==> src/shared/cc_timer_pkg.sv <==
// Constants, register map and carrier types of the capture/compare timer.
// Assumes a byte-wide register port on the timer clock.
package cc_timer_pkg;

  localparam int ADDR_W = 8;
  localparam int DATA_W = 8;

  // Register offsets.
  localparam logic [7:0] OFS_CTRL = 8'h12;
  localparam logic [7:0] OFS_FLAGS = 8'h13;
  localparam logic [7:0] OFS_CAP_HI = 8'h14;
  localparam logic [7:0] OFS_CAP_LO = 8'h15;
  localparam logic [7:0] OFS_MATCH_HI = 8'h16;
  localparam logic [7:0] OFS_MATCH_LO = 8'h17;
  localparam logic [7:0] OFS_CNT_HI = 8'h18;
  localparam logic [7:0] OFS_CNT_LO = 8'h19;
  localparam logic [7:0] OFS_QUIET_HI = 8'h1A;
  localparam logic [7:0] OFS_QUIET_LO = 8'h1B;

  // Control register fields.
  localparam int BIT_CAP_IE = 7;
  localparam int BIT_MATCH_IE = 6;
  localparam int BIT_OVF_IE = 5;
  localparam int BIT_EDGE_SEL = 1;

  // Flag register fields.
  localparam int BIT_CAP_FLAG = 7;
  localparam int BIT_MATCH_FLAG = 6;
  localparam int BIT_OVF_FLAG = 5;

  // Counter and timing.
  localparam logic [15:0] CNT_PRESET = 16'hFFFC;
  localparam logic [15:0] CNT_MAX = 16'hFFFF;
  localparam logic [1:0] PRESCALE_LAST = 2'h3;
  localparam int PRESCALE_DIV = 4;
  localparam int CNT_PERIOD_CYCLES = 262144;
  localparam int STARTUP_CYCLES_DEF = 4064;
  localparam int CLK_PERIOD_NS = 10;

  typedef struct packed {
    logic [7:0] addr;
    logic [7:0] wdata;
    logic wr;
    logic rd;
  } bus_req_t;

  typedef struct packed {
    logic [15:0] start_cnt;
    logic started;
    logic [1:0] pre;
    logic [15:0] cnt;
    logic [7:0] cnt_lo_latch;
    logic cnt_latched;
    logic [7:0] quiet_lo_latch;
    logic quiet_latched;
    logic pin_d;
    logic pin_valid;
    logic cap_hold;
    logic [15:0] match_val;
    logic match_hold;
    logic capture_irq_enable;
    logic match_irq_enable;
    logic overflow_irq_enable;
    logic capture_edge_select;
    logic capture_flag;
    logic match_flag;
    logic overflow_flag;
    logic cap_arm;
    logic match_arm;
    logic ovf_arm;
    logic [7:0] rdata;
    logic irq;
  } timer_state_t;

endpackage

==> src/logic/cc_timer.sv <==
// Free-running 16-bit capture/compare timer with byte-wide register port.
// Assumes the capture pin and the register port are synchronous to ref_clk.
//
// The plain strobed port is this design's own decision.
`timescale 1ns/1ns

module cc_timer #(
  parameter int STARTUP_CYCLES = cc_timer_pkg::STARTUP_CYCLES_DEF
) (
  input wire logic ref_clk,
  input wire logic rstn,
  input wire cc_timer_pkg::bus_req_t bus_req,
  input wire logic capture_input_pin,
  output logic [7:0] rdata,
  output logic timer_irq
);

  ////////////////////////////////////////////////////////////////////////////
  // State and decode.

  cc_timer_pkg::timer_state_t st_reg;
  cc_timer_pkg::timer_state_t st_next;
  logic [15:0] cap_reg;
  logic [15:0] cap_next;
  logic tick;
  logic [15:0] cnt_inc;
  logic pin_rise;
  logic pin_fall;
  logic cap_edge;
  logic rd_ctrl;
  logic rd_flags;
  logic rd_cap_hi;
  logic rd_cap_lo;
  logic rd_m_hi;
  logic rd_m_lo;
  logic rd_cnt_hi;
  logic rd_cnt_lo;
  logic rd_q_hi;
  logic rd_q_lo;
  logic rd_none;
  logic wr_ctrl;
  logic wr_m_hi;
  logic wr_m_lo;
  logic ovf_set;
  logic ovf_clr;
  logic cap_clr;
  logic match_set;
  logic match_clr;
  logic [7:0] rd_mux;

  assign rd_ctrl = bus_req.rd && bus_req.addr == cc_timer_pkg::OFS_CTRL;
  assign rd_flags = bus_req.rd && bus_req.addr == cc_timer_pkg::OFS_FLAGS;
  assign rd_cap_hi = bus_req.rd && bus_req.addr == cc_timer_pkg::OFS_CAP_HI;
  assign rd_cap_lo = bus_req.rd && bus_req.addr == cc_timer_pkg::OFS_CAP_LO;
  assign rd_m_hi = bus_req.rd && bus_req.addr == cc_timer_pkg::OFS_MATCH_HI;
  assign rd_m_lo = bus_req.rd && bus_req.addr == cc_timer_pkg::OFS_MATCH_LO;
  assign rd_cnt_hi = bus_req.rd && bus_req.addr == cc_timer_pkg::OFS_CNT_HI;
  assign rd_cnt_lo = bus_req.rd && bus_req.addr == cc_timer_pkg::OFS_CNT_LO;
  assign rd_q_hi = bus_req.rd && bus_req.addr == cc_timer_pkg::OFS_QUIET_HI;
  assign rd_q_lo = bus_req.rd && bus_req.addr == cc_timer_pkg::OFS_QUIET_LO;
  assign rd_none = bus_req.rd && !(rd_ctrl || rd_flags || rd_cap_hi || rd_cap_lo
                   || rd_m_hi || rd_m_lo || rd_cnt_hi || rd_cnt_lo || rd_q_hi || rd_q_lo);
  // Writes to the counter, quiet, capture and flag offsets are dropped here.
  assign wr_ctrl = bus_req.wr && bus_req.addr == cc_timer_pkg::OFS_CTRL;
  assign wr_m_hi = bus_req.wr && bus_req.addr == cc_timer_pkg::OFS_MATCH_HI;
  assign wr_m_lo = bus_req.wr && bus_req.addr == cc_timer_pkg::OFS_MATCH_LO;

  ////////////////////////////////////////////////////////////////////////////
  // Counter, prescaler and events.

  // The prescaler only runs once the start-up delay is over.
  assign tick = st_reg.started && st_reg.pre == cc_timer_pkg::PRESCALE_LAST;
  assign cnt_inc = st_reg.cnt + 16'h0001;
  assign pin_rise = st_reg.pin_valid && capture_input_pin && !st_reg.pin_d;
  assign pin_fall = st_reg.pin_valid && !capture_input_pin && st_reg.pin_d;
  assign cap_edge = st_reg.capture_edge_select ? pin_rise : pin_fall;
  assign ovf_set = tick && st_reg.cnt == cc_timer_pkg::CNT_MAX;
  assign ovf_clr = rd_cnt_lo && st_reg.ovf_arm;
  assign cap_clr = rd_cap_lo && st_reg.cap_arm;
  assign match_set = tick && !st_reg.match_hold
                     && cnt_inc == st_reg.match_val;
  assign match_clr = (rd_m_lo || wr_m_lo) && st_reg.match_arm;

  ////////////////////////////////////////////////////////////////////////////
  // Read multiplexer.

  always_comb begin
    case (bus_req.addr)
      cc_timer_pkg::OFS_CTRL: begin
        rd_mux = 8'h00;
        rd_mux[cc_timer_pkg::BIT_CAP_IE] = st_reg.capture_irq_enable;
        rd_mux[cc_timer_pkg::BIT_MATCH_IE] = st_reg.match_irq_enable;
        rd_mux[cc_timer_pkg::BIT_OVF_IE] = st_reg.overflow_irq_enable;
        rd_mux[cc_timer_pkg::BIT_EDGE_SEL] = st_reg.capture_edge_select;
      end
      cc_timer_pkg::OFS_FLAGS: begin
        rd_mux = 8'h00;
        rd_mux[cc_timer_pkg::BIT_CAP_FLAG] = st_reg.capture_flag;
        rd_mux[cc_timer_pkg::BIT_MATCH_FLAG] = st_reg.match_flag;
        rd_mux[cc_timer_pkg::BIT_OVF_FLAG] = st_reg.overflow_flag;
      end
      cc_timer_pkg::OFS_CAP_HI: rd_mux = cap_reg[15:8];
      cc_timer_pkg::OFS_CAP_LO: rd_mux = cap_reg[7:0];
      cc_timer_pkg::OFS_MATCH_HI: rd_mux = st_reg.match_val[15:8];
      cc_timer_pkg::OFS_MATCH_LO: rd_mux = st_reg.match_val[7:0];
      cc_timer_pkg::OFS_CNT_HI: rd_mux = st_reg.cnt[15:8];
      cc_timer_pkg::OFS_CNT_LO: begin
        rd_mux = st_reg.cnt_latched ? st_reg.cnt_lo_latch : st_reg.cnt[7:0];
      end
      cc_timer_pkg::OFS_QUIET_HI: rd_mux = st_reg.cnt[15:8];
      cc_timer_pkg::OFS_QUIET_LO: begin
        rd_mux = st_reg.quiet_latched ? st_reg.quiet_lo_latch : st_reg.cnt[7:0];
      end
      default: rd_mux = 8'h00;
    endcase
  end

  ////////////////////////////////////////////////////////////////////////////
  // Next state.

  always_comb begin
    st_next = st_reg;
    cap_next = cap_reg;
    // Start-up delay: the counter sits at its preset meanwhile.
    if (!st_reg.started) begin
      st_next.start_cnt = st_reg.start_cnt + 16'h0001;
      if (st_reg.start_cnt == 16'(STARTUP_CYCLES - 1)) begin
        st_next.started = 1'b1;
      end
    end else begin
      st_next.pre = st_reg.pre + 2'h1;
    end
    // Reads move latches, arms, holds and flags, never the count itself.
    if (tick) begin
      st_next.cnt = cnt_inc;
    end
    // Main counter pair low-byte latch.
    if (rd_cnt_hi && !st_reg.cnt_latched) begin
      st_next.cnt_lo_latch = st_reg.cnt[7:0];
      st_next.cnt_latched = 1'b1;
    end
    if (rd_cnt_lo) begin
      st_next.cnt_latched = 1'b0;
    end
    // Quiet pair latch, independent of the main one and of the flags.
    if (rd_q_hi && !st_reg.quiet_latched) begin
      st_next.quiet_lo_latch = st_reg.cnt[7:0];
      st_next.quiet_latched = 1'b1;
    end
    if (rd_q_lo) begin
      st_next.quiet_latched = 1'b0;
    end
    // Capture input edge tracking.
    st_next.pin_d = capture_input_pin;
    st_next.pin_valid = 1'b1;
    // A high-byte read blocks transfers; the low read does not.
    if (rd_cap_hi) begin
      st_next.cap_hold = 1'b1;
    end
    if (rd_cap_lo) begin
      st_next.cap_hold = 1'b0;
    end
    if (cap_edge && !st_reg.cap_hold) begin
      cap_next = cnt_inc;
    end
    // Match value and compare suspension.
    if (wr_m_hi) begin
      st_next.match_val[15:8] = bus_req.wdata;
      st_next.match_hold = 1'b1;
    end
    if (wr_m_lo) begin
      st_next.match_val[7:0] = bus_req.wdata;
      st_next.match_hold = 1'b0;
    end
    if (wr_ctrl) begin
      st_next.capture_irq_enable = bus_req.wdata[cc_timer_pkg::BIT_CAP_IE];
      st_next.match_irq_enable = bus_req.wdata[cc_timer_pkg::BIT_MATCH_IE];
      st_next.overflow_irq_enable = bus_req.wdata[cc_timer_pkg::BIT_OVF_IE];
      st_next.capture_edge_select = bus_req.wdata[cc_timer_pkg::BIT_EDGE_SEL];
    end
    // A status read arms each flag that it saw set; the clearing access
    // spends the arm.
    if (rd_flags) begin
      st_next.cap_arm = st_reg.capture_flag;
      st_next.match_arm = st_reg.match_flag;
      st_next.ovf_arm = st_reg.overflow_flag;
    end
    if (ovf_clr) begin
      st_next.ovf_arm = 1'b0;
    end
    if (cap_clr) begin
      st_next.cap_arm = 1'b0;
    end
    if (match_clr) begin
      st_next.match_arm = 1'b0;
    end
    // Set wins over a clear in the same cycle so no event is lost.
    st_next.overflow_flag = ovf_set || (st_reg.overflow_flag && !ovf_clr);
    st_next.capture_flag = cap_edge || (st_reg.capture_flag && !cap_clr);
    st_next.match_flag = match_set || (st_reg.match_flag && !match_clr);
    st_next.irq = (st_next.overflow_flag && st_next.overflow_irq_enable)
                  || (st_next.capture_flag && st_next.capture_irq_enable)
                  || (st_next.match_flag && st_next.match_irq_enable);
    st_next.rdata = bus_req.rd ? rd_mux : 8'h00;
  end

  ////////////////////////////////////////////////////////////////////////////
  // Registers.

  always_ff @(posedge ref_clk or negedge rstn) begin
    if (!rstn) begin
      st_reg <= '0;
      st_reg.cnt <= cc_timer_pkg::CNT_PRESET;
    end else begin
      st_reg <= st_next;
    end
  end

  // The capture value has no reset so that it survives a device reset.
  always_ff @(posedge ref_clk) begin
    cap_reg <= cap_next;
  end

  assign rdata = st_reg.rdata;
  assign timer_irq = st_reg.irq;
endmodule

==> config.mk <==
export PLATFORM = sky130hd
export DESIGN_NAME = cc_timer
export DESIGN_NICKNAME = d
export VERILOG_FILES = /design/src/shared/cc_timer_pkg.sv /design/src/logic/cc_timer.sv
export SDC_FILE = /design/constraint.sdc
export NUM_CORES = 1
export LEC_CHECK = 0
export BUFFER_PORTS_ARGS = -buffer_cell sky130_fd_sc_hd__buf_2
export CORE_ASPECT_RATIO = 1.4
export CORE_MARGIN = 2
export CORE_UTILIZATION = 30
export CTS_BUF_LIST = sky130_fd_sc_hd__clkbuf_4 sky130_fd_sc_hd__clkbuf_8
export DETAILED_ROUTE_END_ITERATION = 12
export SYNTH_ARGS = -nofsm -noshare
export SYNTH_HDL_FRONTEND = slang
export SYNTH_SLANG_ARGS = --single-unit
export TNS_END_PERCENT = 5
==> constraint.sdc <==
create_clock -name ref_clk -period 6.05 [get_ports ref_clk]
set_input_delay 1.21 -clock ref_clk [delete_from_list [all_inputs] [get_ports ref_clk]]
set_output_delay 1.21 -clock ref_clk [all_outputs]
set_load 0.03 [all_outputs]
# After elaboration in Yosys (flattened, before gate mapping)
# Cells that the tools add are included.
dict set report op_classes {
  n_addsub 3
  eq_ne 14
  mux 20
  reduce_logical 54
}
# operator n
set ops {}
lappend ops {{equality test 8 x 5 -> 1 bit, second input constant} 10}
lappend ops {{one-hot mux 8 bit (9 select lines)} 1}
lappend ops {{adder 16 x 1 -> 16 bit, second input constant} 2}
lappend ops {{logical AND 1 bit} 31}
lappend ops {{2-to-1 mux 8 bit} 3}
lappend ops {{equality test 16 x 12 -> 1 bit, second input constant} 1}
lappend ops {{equality test 16 bit} 1}
lappend ops {{equality test 16 bit, second input constant} 1}
lappend ops {{2-to-1 mux 1 bit} 14}
lappend ops {{nonzero test 2 bit} 7}
lappend ops {{logical NOT 1 bit} 9}
lappend ops {{logical OR 1 bit} 6}
lappend ops {{2-to-1 mux 4 bit} 1}
lappend ops {{2-to-1 mux 3 bit} 1}
lappend ops {{adder 2 x 1 -> 2 bit, second input constant} 1}
lappend ops {{equality test 2 bit, second input constant} 1}
lappend ops {{OR reduction 2 bit} 1}
dict set report word_totals {
  reg_bits 108
  inputBits 21
  out_inout_bits 9
  wordCells 118
}

# Logic depth before layout (Yosys ltp)
# Gate-level depths: netlist of the first run.
dict set report depth {
  depth_word 9
  depth_mapped 8
  depth_no_buf 7
}

# Worst setup path after synthesis of the first run
# No wires, ideal clock.
dict set report synth_path {
  path_kind {input to register}
  from {input bus_req[15] in the netlist's numbering}
  to {register st_reg (netlist bit timer_irq)}
  setup_time_ns 0.137
  arrival_ns 2.727
  required_time_ns 5.913
  slack_ns 3.186
  cell_stages 6
  path_buffers 0
  path_cell_list {nor4b_4 -> and4_1 -> nand2_2 -> mux2_2 -> a222oi_1 -> o31ai_1}
}
# item line
set synth_lines {}
lappend synth_lines {{from (decl)} cc_timer.sv:12} ;# input wire cc_timer_pkg::bus_req_t bus_req,
lappend synth_lines {{to (signal assigned)} cc_timer.sv:215} ;# st_reg <= st_next;
lappend synth_lines {{to (decl)} cc_timer.sv:21} ;# cc_timer_pkg::timer_state_t st_reg;

==> key figures, run 1 <==
Layout
  • Final net count: 520
  • Most used cells in the layout excluding fill and tap cells: dfrtp_1 (78), mux2_2 (39), nand2_1 (37)
  • Final Cell Area: 0.006032 sq mm
  • Commonest non-fill, non-tap cell in the layout: dfrtp_1
  • Layout cell share with drive strength beyond 1: around 22%
  • Diode count: 0
  • Area occupied by registers: roughly 0.0028 sq mm
  • Multi-input logic area: approximately 0.0025 sq mm
  • Layout Utilization: between 30% and 40%
  • Max reg flops: 83
  • Fillers: approximately 1,900
  • Area grow syn2layout: 9.221%
  • Layout Cells excl Fill: 741

Global routing
  • Antenna violations before repair: 1
  • Largest net degree at the start of global routing: between 80 and 90
  • Vias in the first global route: between 3,000 and 4,000
  • Gr usage total: 14.72%
  • First-pass GRT wire length: roughly 22,000 microns
  • Remaining Overflow, GRT: 0

Timing
  • Worst Tran Pin Value: 1.152 ns
  • Max-slew violation count: 0
  • Min cycle time layout: roughly 3.4 ns
  • Final Skew: around 0.017 ns
  • Setup tns final: 0 ns
  • Final setup vio count: 0
  • Final Hold Viols: 0
  • FMAX: approximately 300 MHz
  • Final worst path period share: a little under three fifths
  • Worst Slack Setup Final: between 2 and 3 ns
  • Max-Slew Margin vs Limit: between 20% and 30%
  • Fin Hold WS: between 0.4 and 0.5 ns
  • RSZ-0062 raised after global routing: false

Route
  • Wire per inst: 18.51 microns
  • Final wirelength: roughly 14,000 microns
  • 1st-pass router iterations: 7
  • # DRC: 0
  • DR vias: 3,876
  • Via/cell ratio: 5.231
  • Starting DRT DRC Count: approximately 330
  • Routed Antenna Nets: 0

Synthesis
  • Netlist cell types: between 50 and 60
  • Synth Flop Type: dfrtp_1
  • Share of the synthesized area in the top cell type: between 30% and 40%
  • Post-synthesis cell area: between 0.005 and 0.006 sq mm
  • Synth top area cells: dfrtp_1 (35%), edfxtp_1 (8.7%), mux2_2 (8.0%), dfstp_2 (6.7%), xnor2_1 (5.7%)
  • Syn Area/Cell: about 11 sq um
  • EDFF count, synth: 16
  • Yosys reg bits: around 110
  • Post-Synthesis Cells: between 400 and 500
  • Synth area leader: dfrtp_1
  • Sequential element share of the synthesized area: between 50 and 60%
  • Warnings, synthesis: 0
  • Syn_nets: a little over 500
  • Asr flop ratio synth: 85.19%

Floorplan
  • Initial Util: 30.69%
  • Total core area: around 0.018 sq mm
  • Die area: ~0.02 sq mm
  • Ports: 30
  • Row Count: 58
  • Die Wd: roughly 120 microns
  • Die Y: around 160 microns

Flow run
  • Total of max-cap violations: 0

Clock tree
  • CTS tree: yes
  • Setup Fix Bufs, Post-CTS: 0
  • Number of clock sinks: about 110
  • Worst skew pair latency: 0.39 ns
  • Cts bufs inserted: 9
  • Clock buffer depth: 2
  • Cts repair resizes: 0
  • Root Buffer: clkbuf_8
  • Clk pin slew, worst setup/hold paths: approximately 0.11 ns
  • H-tree depth: 3
  • # hold bufs at CTS: 0

Placement
  • Placed cell count: between 700 and 800
  • DP Area: a little under 0.006 sq mm
  • IO Port Bufs: 29
  • Final HPWL DP: approximately 10,000 microns
  • Placer Congestion: 0.9266
  • Dpl ws: between 2 and 2.5 ns

Power
  • Pwr dens: ~220 mW/mm^2
  • Peak supply drop: about 86 uV
  • Leak: 2.497 nW
  • Pwr Total: between 1 and 1.5 mW

Run status
  • Outcome: completed

Worst setup path
  • Setup crit start kind: input port
  • WP data arrival: ~3.6 ns
  • Setup CP Type: input port to register
  • Worst Path Required: around 6.3 ns
  • Worst setup EP type: register
  • Highest net fanout along the worst path: 11

Hold path
  • Hold WC Path Type: register to register
==> synth_stat cells (9+ instances only) <==
cell type	n
xnor2_1	36
nand4_1	9
nand2b_1	9
a31oi_1	9
dfrtp_1	78
xor2_1	23
nand2_1	37
dfstp_2	14
mux2_2	39
a21oi_1	13
o21ai_0	13
buf_4	10
nor2_1	27
mux2i_1	16
nand3_1	19
clkbuf_1	18
edfxtp_1	16
nor3_1	14
==> cells by family after synthesis <==
logic type	after synthesis	share of synthesized area [%]
simple gates	150	14.95
flops	108	50.70
compound gates	70	8.836
xor+xnor	61	10.19
mux	55	10.85
buf+inv	41	3.715
fa+ha+maj	3	0.6797
other cells	1	0.06790
==> cell type report <==
| cell class | count | area share [%] |
|---|---|---|
| inverter | 6 | 0.3734 |
| sequential | 108 | 46.42 |
| clock inverter | 4 | 1.265 |
| timing repair buffer | 31 | 2.697 |
| multi-input combinational | 340 | 41.84 |
| clock buffer | 12 | 2.427 |
| tap | 240 | 4.978 |
==> routing by layer <==
metal	wire length, microns	up-vias	global-route usage, %	part of all wire (%)
li1	-	1764	-	-
met5	0	-	0	0
met2	6936	124	25.50	51
met1	5521	1956	16.71	40
met3	640	32	3.039	4.7
met4	616	0	8.820	4.5
==> where the power goes <==
group | switching [mW] | internal [mW]
Sequential | 0.0162 | 0.747
Combinational | 0.0386 | 0.0277
Clock | 0.247 | 0.248
Total | 0.302 | 1.02
==> path summary, 6_finish.rpt <==
check	from	end	slack (ns)	cells past startpoint
worst max-delay path	bus_req[15]	timer_irq$_DFF_PN0_	2.66	7
min in group asynchronous	rstn	st_reg[91]$_DFFE_PN0N_	0.62	1
max in group asynchronous	rstn	st_reg[44]$_DFFE_PN0P_	4.16	2
worst max register to register	st_reg[58]$_DFFE_PN0P_	timer_irq$_DFF_PN0_	3.23	7
worst min-delay path	st_reg[91]$_DFFE_PN0N_	st_reg[91]$_DFFE_PN0N_	0.48	1
worst min register to register	st_reg[91]$_DFFE_PN0N_	st_reg[91]$_DFFE_PN0N_	0.48	1
==> critical path, cell delays in order <==
cell      delay (ns)
buf_2           0.11
nor4b_4         0.49
nor4b_2         1.01
and3_1          0.26
o21ai_0         0.11
a222oi_1        0.32
o31ai_1         0.13
Note: power is estimated with default switching activity, not from simulation.
==> run 2: changes to the inputs <==
- ABC_AREA: default -> 1
- clock period: 6.05 -> 3.28 ns (I/O delays scaled with it)
==> run 2 against run 1 <==
Compared with the run above: power up 86%; synthesized area is 2.4% higher; combinational power increased by 83%; design area increased by 3.9%; count of clock-buffer cells in the layout down 3; register-to-register slack worse by 2.0 ns; worst hold slack got worse by 0.19 ns; utilization grew 0.31 points; wire length grew 9.2%; largest cell class unchanged.
==> key figures, run 2 <==
Run status
  • Outcome: completed

Route
  • Routed Antenna Nets: 0
  • Starting DRT DRC Count: 300
  • # DRC: 0
  • DR vias: about 4,600
  • Final wirelength: 14,970 microns
  • Via/cell ratio: ~4.8
  • Wire per inst: roughly 15 microns
  • 1st-pass router iterations: 5

Clock tree
  • Clk pin slew, worst setup/hold paths: 0.11 ns
  • Cts repair resizes: 0
  • Clock buffer depth: 2
  • # hold bufs at CTS: 0
  • Number of clock sinks: ~110
  • Root Buffer: clkbuf_8
  • Worst skew pair latency: approximately 0.39 ns
  • H-tree depth: 3
  • CTS tree: yes
  • Cts bufs inserted: 9
  • Setup Fix Bufs, Post-CTS: 0

Timing
  • Final Hold Viols: 0
  • RSZ-0062 raised after global routing: false
  • FMAX: 477.4 MHz
  • Final setup vio count: 0
  • Min cycle time layout: between 2 and 2.5 ns
  • Final worst path period share: approximately 64%
  • Fin Hold WS: between 0.2 and 0.3 ns
  • Final Skew: approximately 0.018 ns
  • Worst Tran Pin Value: between 0.7 and 0.8 ns
  • Max-Slew Margin vs Limit: 47.56%
  • Max-slew violation count: 0
  • Setup tns final: 0 ns
  • Worst Slack Setup Final: 1.185 ns

Placement
  • Placer Congestion: around 0.89
  • Placed cell count: roughly 960
  • Dpl ws: around 0.98 ns
  • Final HPWL DP: 11,670 microns
  • IO Port Bufs: 29

Synthesis
  • Post-Synthesis Cells: 700
  • Netlist cell types: 41
  • Synth Flop Type: dfrtp_1
  • Synth cell count leaders: nand2_1 (200), inv_1 (87), dfrtp_1 (78)
  • Asr flop ratio synth: 85.19%
  • Synth area leader: dfrtp_1
  • Most common cell in the synthesized netlist: nand2_1
  • Yosys reg bits: around 110
  • Post-synthesis cell area: about 0.0057 sq mm
  • Synth top area cells: dfrtp_1 (34%), nand2_1 (13%), edfxtp_1 (8.5%), dfstp_2 (6.5%), inv_1 (5.8%)
  • Share of the synthesized area in the top cell type: 34.50%
  • EDFF count, synth: 16
  • Sequential element share of the synthesized area: 49.49%
  • Warnings, synthesis: 0
  • Syn Area/Cell: 8.083 sq um
  • Syn_nets: 724

Power
  • Peak supply drop: between 150 and 200 uV
  • Comb power frac: 4.9%
  • Pwr dens: between 300 and 400 mW/mm^2
  • Sequential fraction of design power: 57.0%
  • Internal Power: between 1.5 and 2 mW
  • Sw Share: about a quarter
  • Switching power: 0.6073 mW
  • Leak: roughly 2.9 nW
  • Clock power share: a little under two fifths

Floorplan
  • Total core area: 0.01853 sq mm
  • Row Count: 59
  • Die Y: approximately 170 microns
  • Die Wd: 120.1 microns
  • Die area: 0.01999 sq mm
  • Ports: 30
  • Initial Util: between 30% and 40%

Hold path
  • Hold WC Path Type: input port to async pin

Worst setup path
  • Cell Chain, Critical Path: ha_1 > nand3_1 > nor2_2 > nand3_1 > nand2_1 > nand3_1 > nand2_1 > nand3_1 > nor2_1 > nand2_1 > nand2_2 > nand2_1 > nand2_1
  • Worst setup EP type: register
  • Crit path top cell by count: nand2_1
  • Worst Path Required: 3.62 ns
  • Setup crit start kind: register
  • Setup CP Type: register to register
  • R2r setup slk: 1.19 ns
  • Slowest stage cell, crit path: dfrtp_1
  • Highest net fanout along the worst path: 8
  • WP data arrival: ~2.4 ns
  • CP peak stage delay: roughly 0.52 ns

Layout
  • Final net count: between 700 and 800
  • Multi-input logic area: 0.002401 sq mm
  • Fillers: 1,967
  • Layout cell share with drive strength beyond 1: a little over an eighth
  • Area occupied by registers: approximately 0.0028 sq mm
  • Max reg flops: 83
  • Layout Cells excl Fill: roughly 970
  • Most used cells in the layout excluding fill and tap cells: nand2_1 (200), inv_1 (87), dfrtp_1 (78)
  • Commonest non-fill, non-tap cell in the layout: nand2_1
  • Diode count: 0
  • Area grow syn2layout: 10.79%

Global routing
  • Largest net degree at the start of global routing: between 50 and 60
  • Vias in the first global route: ~4,700
  • Gr usage total: 15.60%
  • Remaining Overflow, GRT: 0
  • First-pass GRT wire length: 24,140 microns
  • Antenna violations before repair: 0

Flow run
  • Total of max-cap violations: 0
-- run 2: changes by cell type in the layout (fill, tap and decap cells not counted), moves of 11 or more --
cell     before  now
o21ai_1       0   12
inv_1         6   87
nor2_1       27   47
xnor2_1      36    6
mux2i_1      16    0
o21ai_0      13   65
mux2_2       39    1
xor2_1       23   12
nand2_1      37  200
nand3_1      19   47
-- run 2: metal layers --
layer  vias to the layer above  track usage, %  part of all wire, %
met5                         -               0                    0
met4                         0           8.286                  4.4
met3                        44           2.432                  3.6
met2                       126           27.27                   51
met1                      2165           18.17                   41
li1                       2314               -                    -
-- run 2: cell families (layout without fill, tap and decap cells) --
logic type,after synthesis,count (layout),synth area share (%)
flip-flops,108,108,49.49
multiplexers,1,1,0.1990
XOR/XNOR,19,19,3.184
other,1,1,0.06628
buffers and inverters,112,142,8.071
AO/OA/AOI/OAI,110,110,10.97
adder cells (fa/ha/maj),3,3,0.6635
AND/OR/NAND/NOR,346,346,27.36
-- run 2: path summary, 6_finish.rpt --
check,startpoint,end,cells past startpoint
max in group asynchronous,rstn,st_reg[61]$_DFFE_PN1P_,2
setup reg to reg,st_reg[57]$_DFFE_PN0P_,timer_irq$_DFF_PN0_,13
hold / removal,rstn,st_reg[37]$_DFF_PN0_,1
hold reg to reg,st_reg[73]$_DFFE_PN0P_,st_reg[73]$_DFFE_PN0P_,1
setup / recovery,st_reg[57]$_DFFE_PN0P_,timer_irq$_DFF_PN0_,13
min in group ref_clk,capture_input_pin,st_reg[38]$_DFF_PN0_,1
-- run 2: cell type report --
class	count	share of cell area, %
clock buffers	9	1.976
clock inverters	7	1.717
inverters	92	5.509
multi-input cells	480	38.30
flip-flops and latches	108	44.67
well taps	244	4.870
repair buffers	34	2.954
-- run 2: through the flow --
stage	area (sq um)	total power, mW	utilization [%]
after CTS	6269	2.501	33.83
after floorplan	5658	1.485	-
after global placement	6037	1.554	32.58
after global routing	6269	2.566	33.83
final	6269	2.467	33.83
after detailed placement	6037	1.555	32.58
-- run 2: power by group through the flow --
stage | logic, mW | clock network [mW] | registers (mW)
after floorplan | 0.0634 | 0 | 1.42
after global placement | 0.123 | 0 | 1.43
after detailed placement | 0.124 | 0 | 1.43
after CTS | 0.125 | 0.971 | 1.41
after global routing | 0.139 | 1.02 | 1.41
final | 0.121 | 0.940 | 1.41
-- run 2: worst max-delay path, delay by kind of cell, from the launching register on --
family	cells	cell delay (ns)
adders and majority gates	1	0.25
and+or+nand+nor	12	1.28
DFF	1	0.52
==> run 3: changes to the inputs <==
- clock period: 3.28 -> 2.2 ns (I/O delays scaled with it)
==> run 3 against run 2 <==
Compared with the run above: design area up 1.4%; die area unchanged; worst hold slack worse by 0.13 ns; combinational power up 60%; non-clock buffer count up 14; count of clock-buffer cells in the layout unchanged; sequential power up 48%; fmax up 7.0%; sequential share of layout area down 0.62 points; register-to-register slack worse by 0.94 ns.
==> key figures, run 3 (synthesis results as in run 2) <==
Run status
  • Outcome: completed

Layout
  • Final Cell Area: roughly 0.0064 sq mm
  • Diode count: 0
  • Final net count: ~760
  • Max reg flops: 83
  • Most used cells in the layout excluding fill and tap cells: nand2_1 (199), inv_1 (87), dfrtp_1 (78)
  • Layout cell share with drive strength beyond 1: about 15%
  • Commonest non-fill, non-tap cell in the layout: nand2_1
  • Area grow syn2layout: 12.34%

Hold path
  • Hold EP: st_reg[38]$_DFF_PN0_
  • Hold path startpoint: capture_input_pin
  • Hold WC Path Type: input port to register
  • Hold Path Depth: 1

Timing
  • Setup tns final: 0 ns
  • Max-slew violation count: 0
  • Worst Slack Setup Final: about 0.24 ns
  • Min cycle time layout: between 1.5 and 2 ns
  • Final Hold Viols: 0
  • Max-Slew Margin vs Limit: about 66%
  • Final setup vio count: 0
  • RSZ-0062 raised after global routing: false
  • Final worst path period share: around 89%
  • Final Skew: ~0.025 ns
  • Worst Tran Pin Value: between 0.5 and 0.6 ns
  • FMAX: 511.0 MHz

Route
  • Starting DRT DRC Count: ~280
  • Routed Antenna Nets: 0
  • DR vias: roughly 4,700
  • Final wirelength: 15,110 microns
  • # DRC: 0
  • 1st-pass router iterations: 5
  • Wire per inst: 15.29 microns
  • Via/cell ratio: roughly 4.7

Global routing
  • Largest net degree at the start of global routing: 42
  • Gr usage total: between 10% and 20%
  • Antenna violations before repair: 0
  • Vias in the first global route: 4,680
  • Remaining Overflow, GRT: 0
  • First-pass GRT wire length: approximately 24,000 microns

Power
  • Sequential fraction of design power: 60.3%
  • Clock power share: around 34%
  • Internal Power: about 2.5 mW
  • Sw Share: around a quarter
  • Leak: 2.926 nW
  • Comb power frac: 5.6%
  • Pwr dens: roughly 550 mW/mm^2
  • Switching power: approximately 0.93 mW
  • Pwr Total: 3.474 mW
  • Peak supply drop: ~250 uV

Placement
  • IO Port Bufs: 29
  • Final HPWL DP: ~12,000 microns
  • Placer Congestion: ~0.92
  • DP Area: slightly above 0.006 sq mm
  • Dpl ws: roughly 0.14 ns

Worst setup path
  • WP data arrival: roughly 2.3 ns
  • Capturing point of the worst reg2reg path: timer_irq$_DFF_PN0_
  • Worst setup EP type: register
  • Highest net fanout along the worst path: 5
  • Worst Path Required: between 2 and 3 ns
  • Setup crit start kind: register
  • Setup CP Type: register to register
  • FF-to-FF path depth: 12
  • R2r setup slk: roughly 0.24 ns
  • RR Startpoint: st_reg[66]$_DFFE_PN1P_

Floorplan
  • Row Count: between 50 and 60
  • Initial Util: 30.54%
  • Die Y: around 170 microns
  • Die area: 0.01999 sq mm
  • Die Wd: approximately 120 microns
  • Total core area: roughly 0.019 sq mm
  • Ports: 30

Clock tree
  • Worst skew pair latency: approximately 0.40 ns
  • Cts bufs inserted: 9
  • Root Buffer: clkbuf_8
  • Clk pin slew, worst setup/hold paths: approximately 0.12 ns
  • Clock buffer depth: 2
  • Number of clock sinks: 108
  • H-tree depth: 3
  • CTS tree: yes

Flow run
  • Total of max-cap violations: 0
==> run 3: per-layer routing <==
| metal | routed length (microns) | GRT usage (%) |
|---|---|---|
| met5 | 0 | 0 |
| met2 | 7625 | 27.15 |
| met1 | 6273 | 19.00 |
| met3 | 556 | 2.774 |
| met4 | 652 | 7.366 |
==> run 3: power by group through the flow <==
stage | Clock [mW] | Combinational, mW | Sequential (mW)
4_1_cts | 1.22 | 0.197 | 2.09
3_3_place_gp | 0 | 0.192 | 2.13
6_report | 1.19 | 0.193 | 2.09
3_5_place_dp | 0 | 0.195 | 2.13
5_1_grt | 1.29 | 0.219 | 2.10
2_1_floorplan | 0 | 0.0946 | 2.12
==> run 3: how the worst max path moves through the flow <==
stage | start | to | slack, ns
after floorplan | capture_input_pin | cap_reg[0]$_DFFE_PP_ | 0.43
after global placement | bus_req[14] | rdata[1]$_DFF_PN0_ | 0.13
after detailed placement | bus_req[14] | rdata[1]$_DFF_PN0_ | 0.14
after CTS | st_reg[58]$_DFFE_PN0P_ | timer_irq$_DFF_PN0_ | 0.23
after global routing | st_reg[58]$_DFFE_PN0P_ | timer_irq$_DFF_PN0_ | 0.02
final | st_reg[66]$_DFFE_PN1P_ | timer_irq$_DFF_PN0_ | 0.24
==> run 3: critical path, stage by stage, from the launching register on <==
cell	delay, ns
dfstp_2	0.60
nand2_1	0.09
nor2_1	0.26
nand4_1	0.16
nand2_1	0.15
nand2_1	0.06
nand2_1	0.12
nand3_1	0.11
nor2_1	0.09
nand2_1	0.07
nand2_2	0.07
nand2_1	0.05
nand2_1	0.07
==> run 3: area by class of cell <==
| class | count | area, sq um |
|---|---|---|
| well taps | 244 | 305.3 |
| fillers | 1960 | 12170 |
| multi-input cells | 480 | 2414 |
| flip-flops and latches | 108 | 2800 |
| repair buffers | 48 | 305.3 |
| inverters | 92 | 345.3 |
| clock buffers | 9 | 123.9 |
| clock inverters | 7 | 62.56 |
==> run 3: through the flow <==
stage               hold slack [ns]  std cells  util (%)
floorplan                    0.1444        700         -
global placement             0.4306        970     33.14
detailed placement           0.4372        970     33.14
CTS                          0.1597        987     34.20
global route                 0.1581        988     34.30
finish                       0.1659        988     34.30
==> run 3: timing repair <==
action	in CTS	in global routing
endpoints found under the setup margin	0	1
buffers inserted	0	1
hold endpoints to repair	9	0
hold buffers	1	0
gates resized for setup	0	3
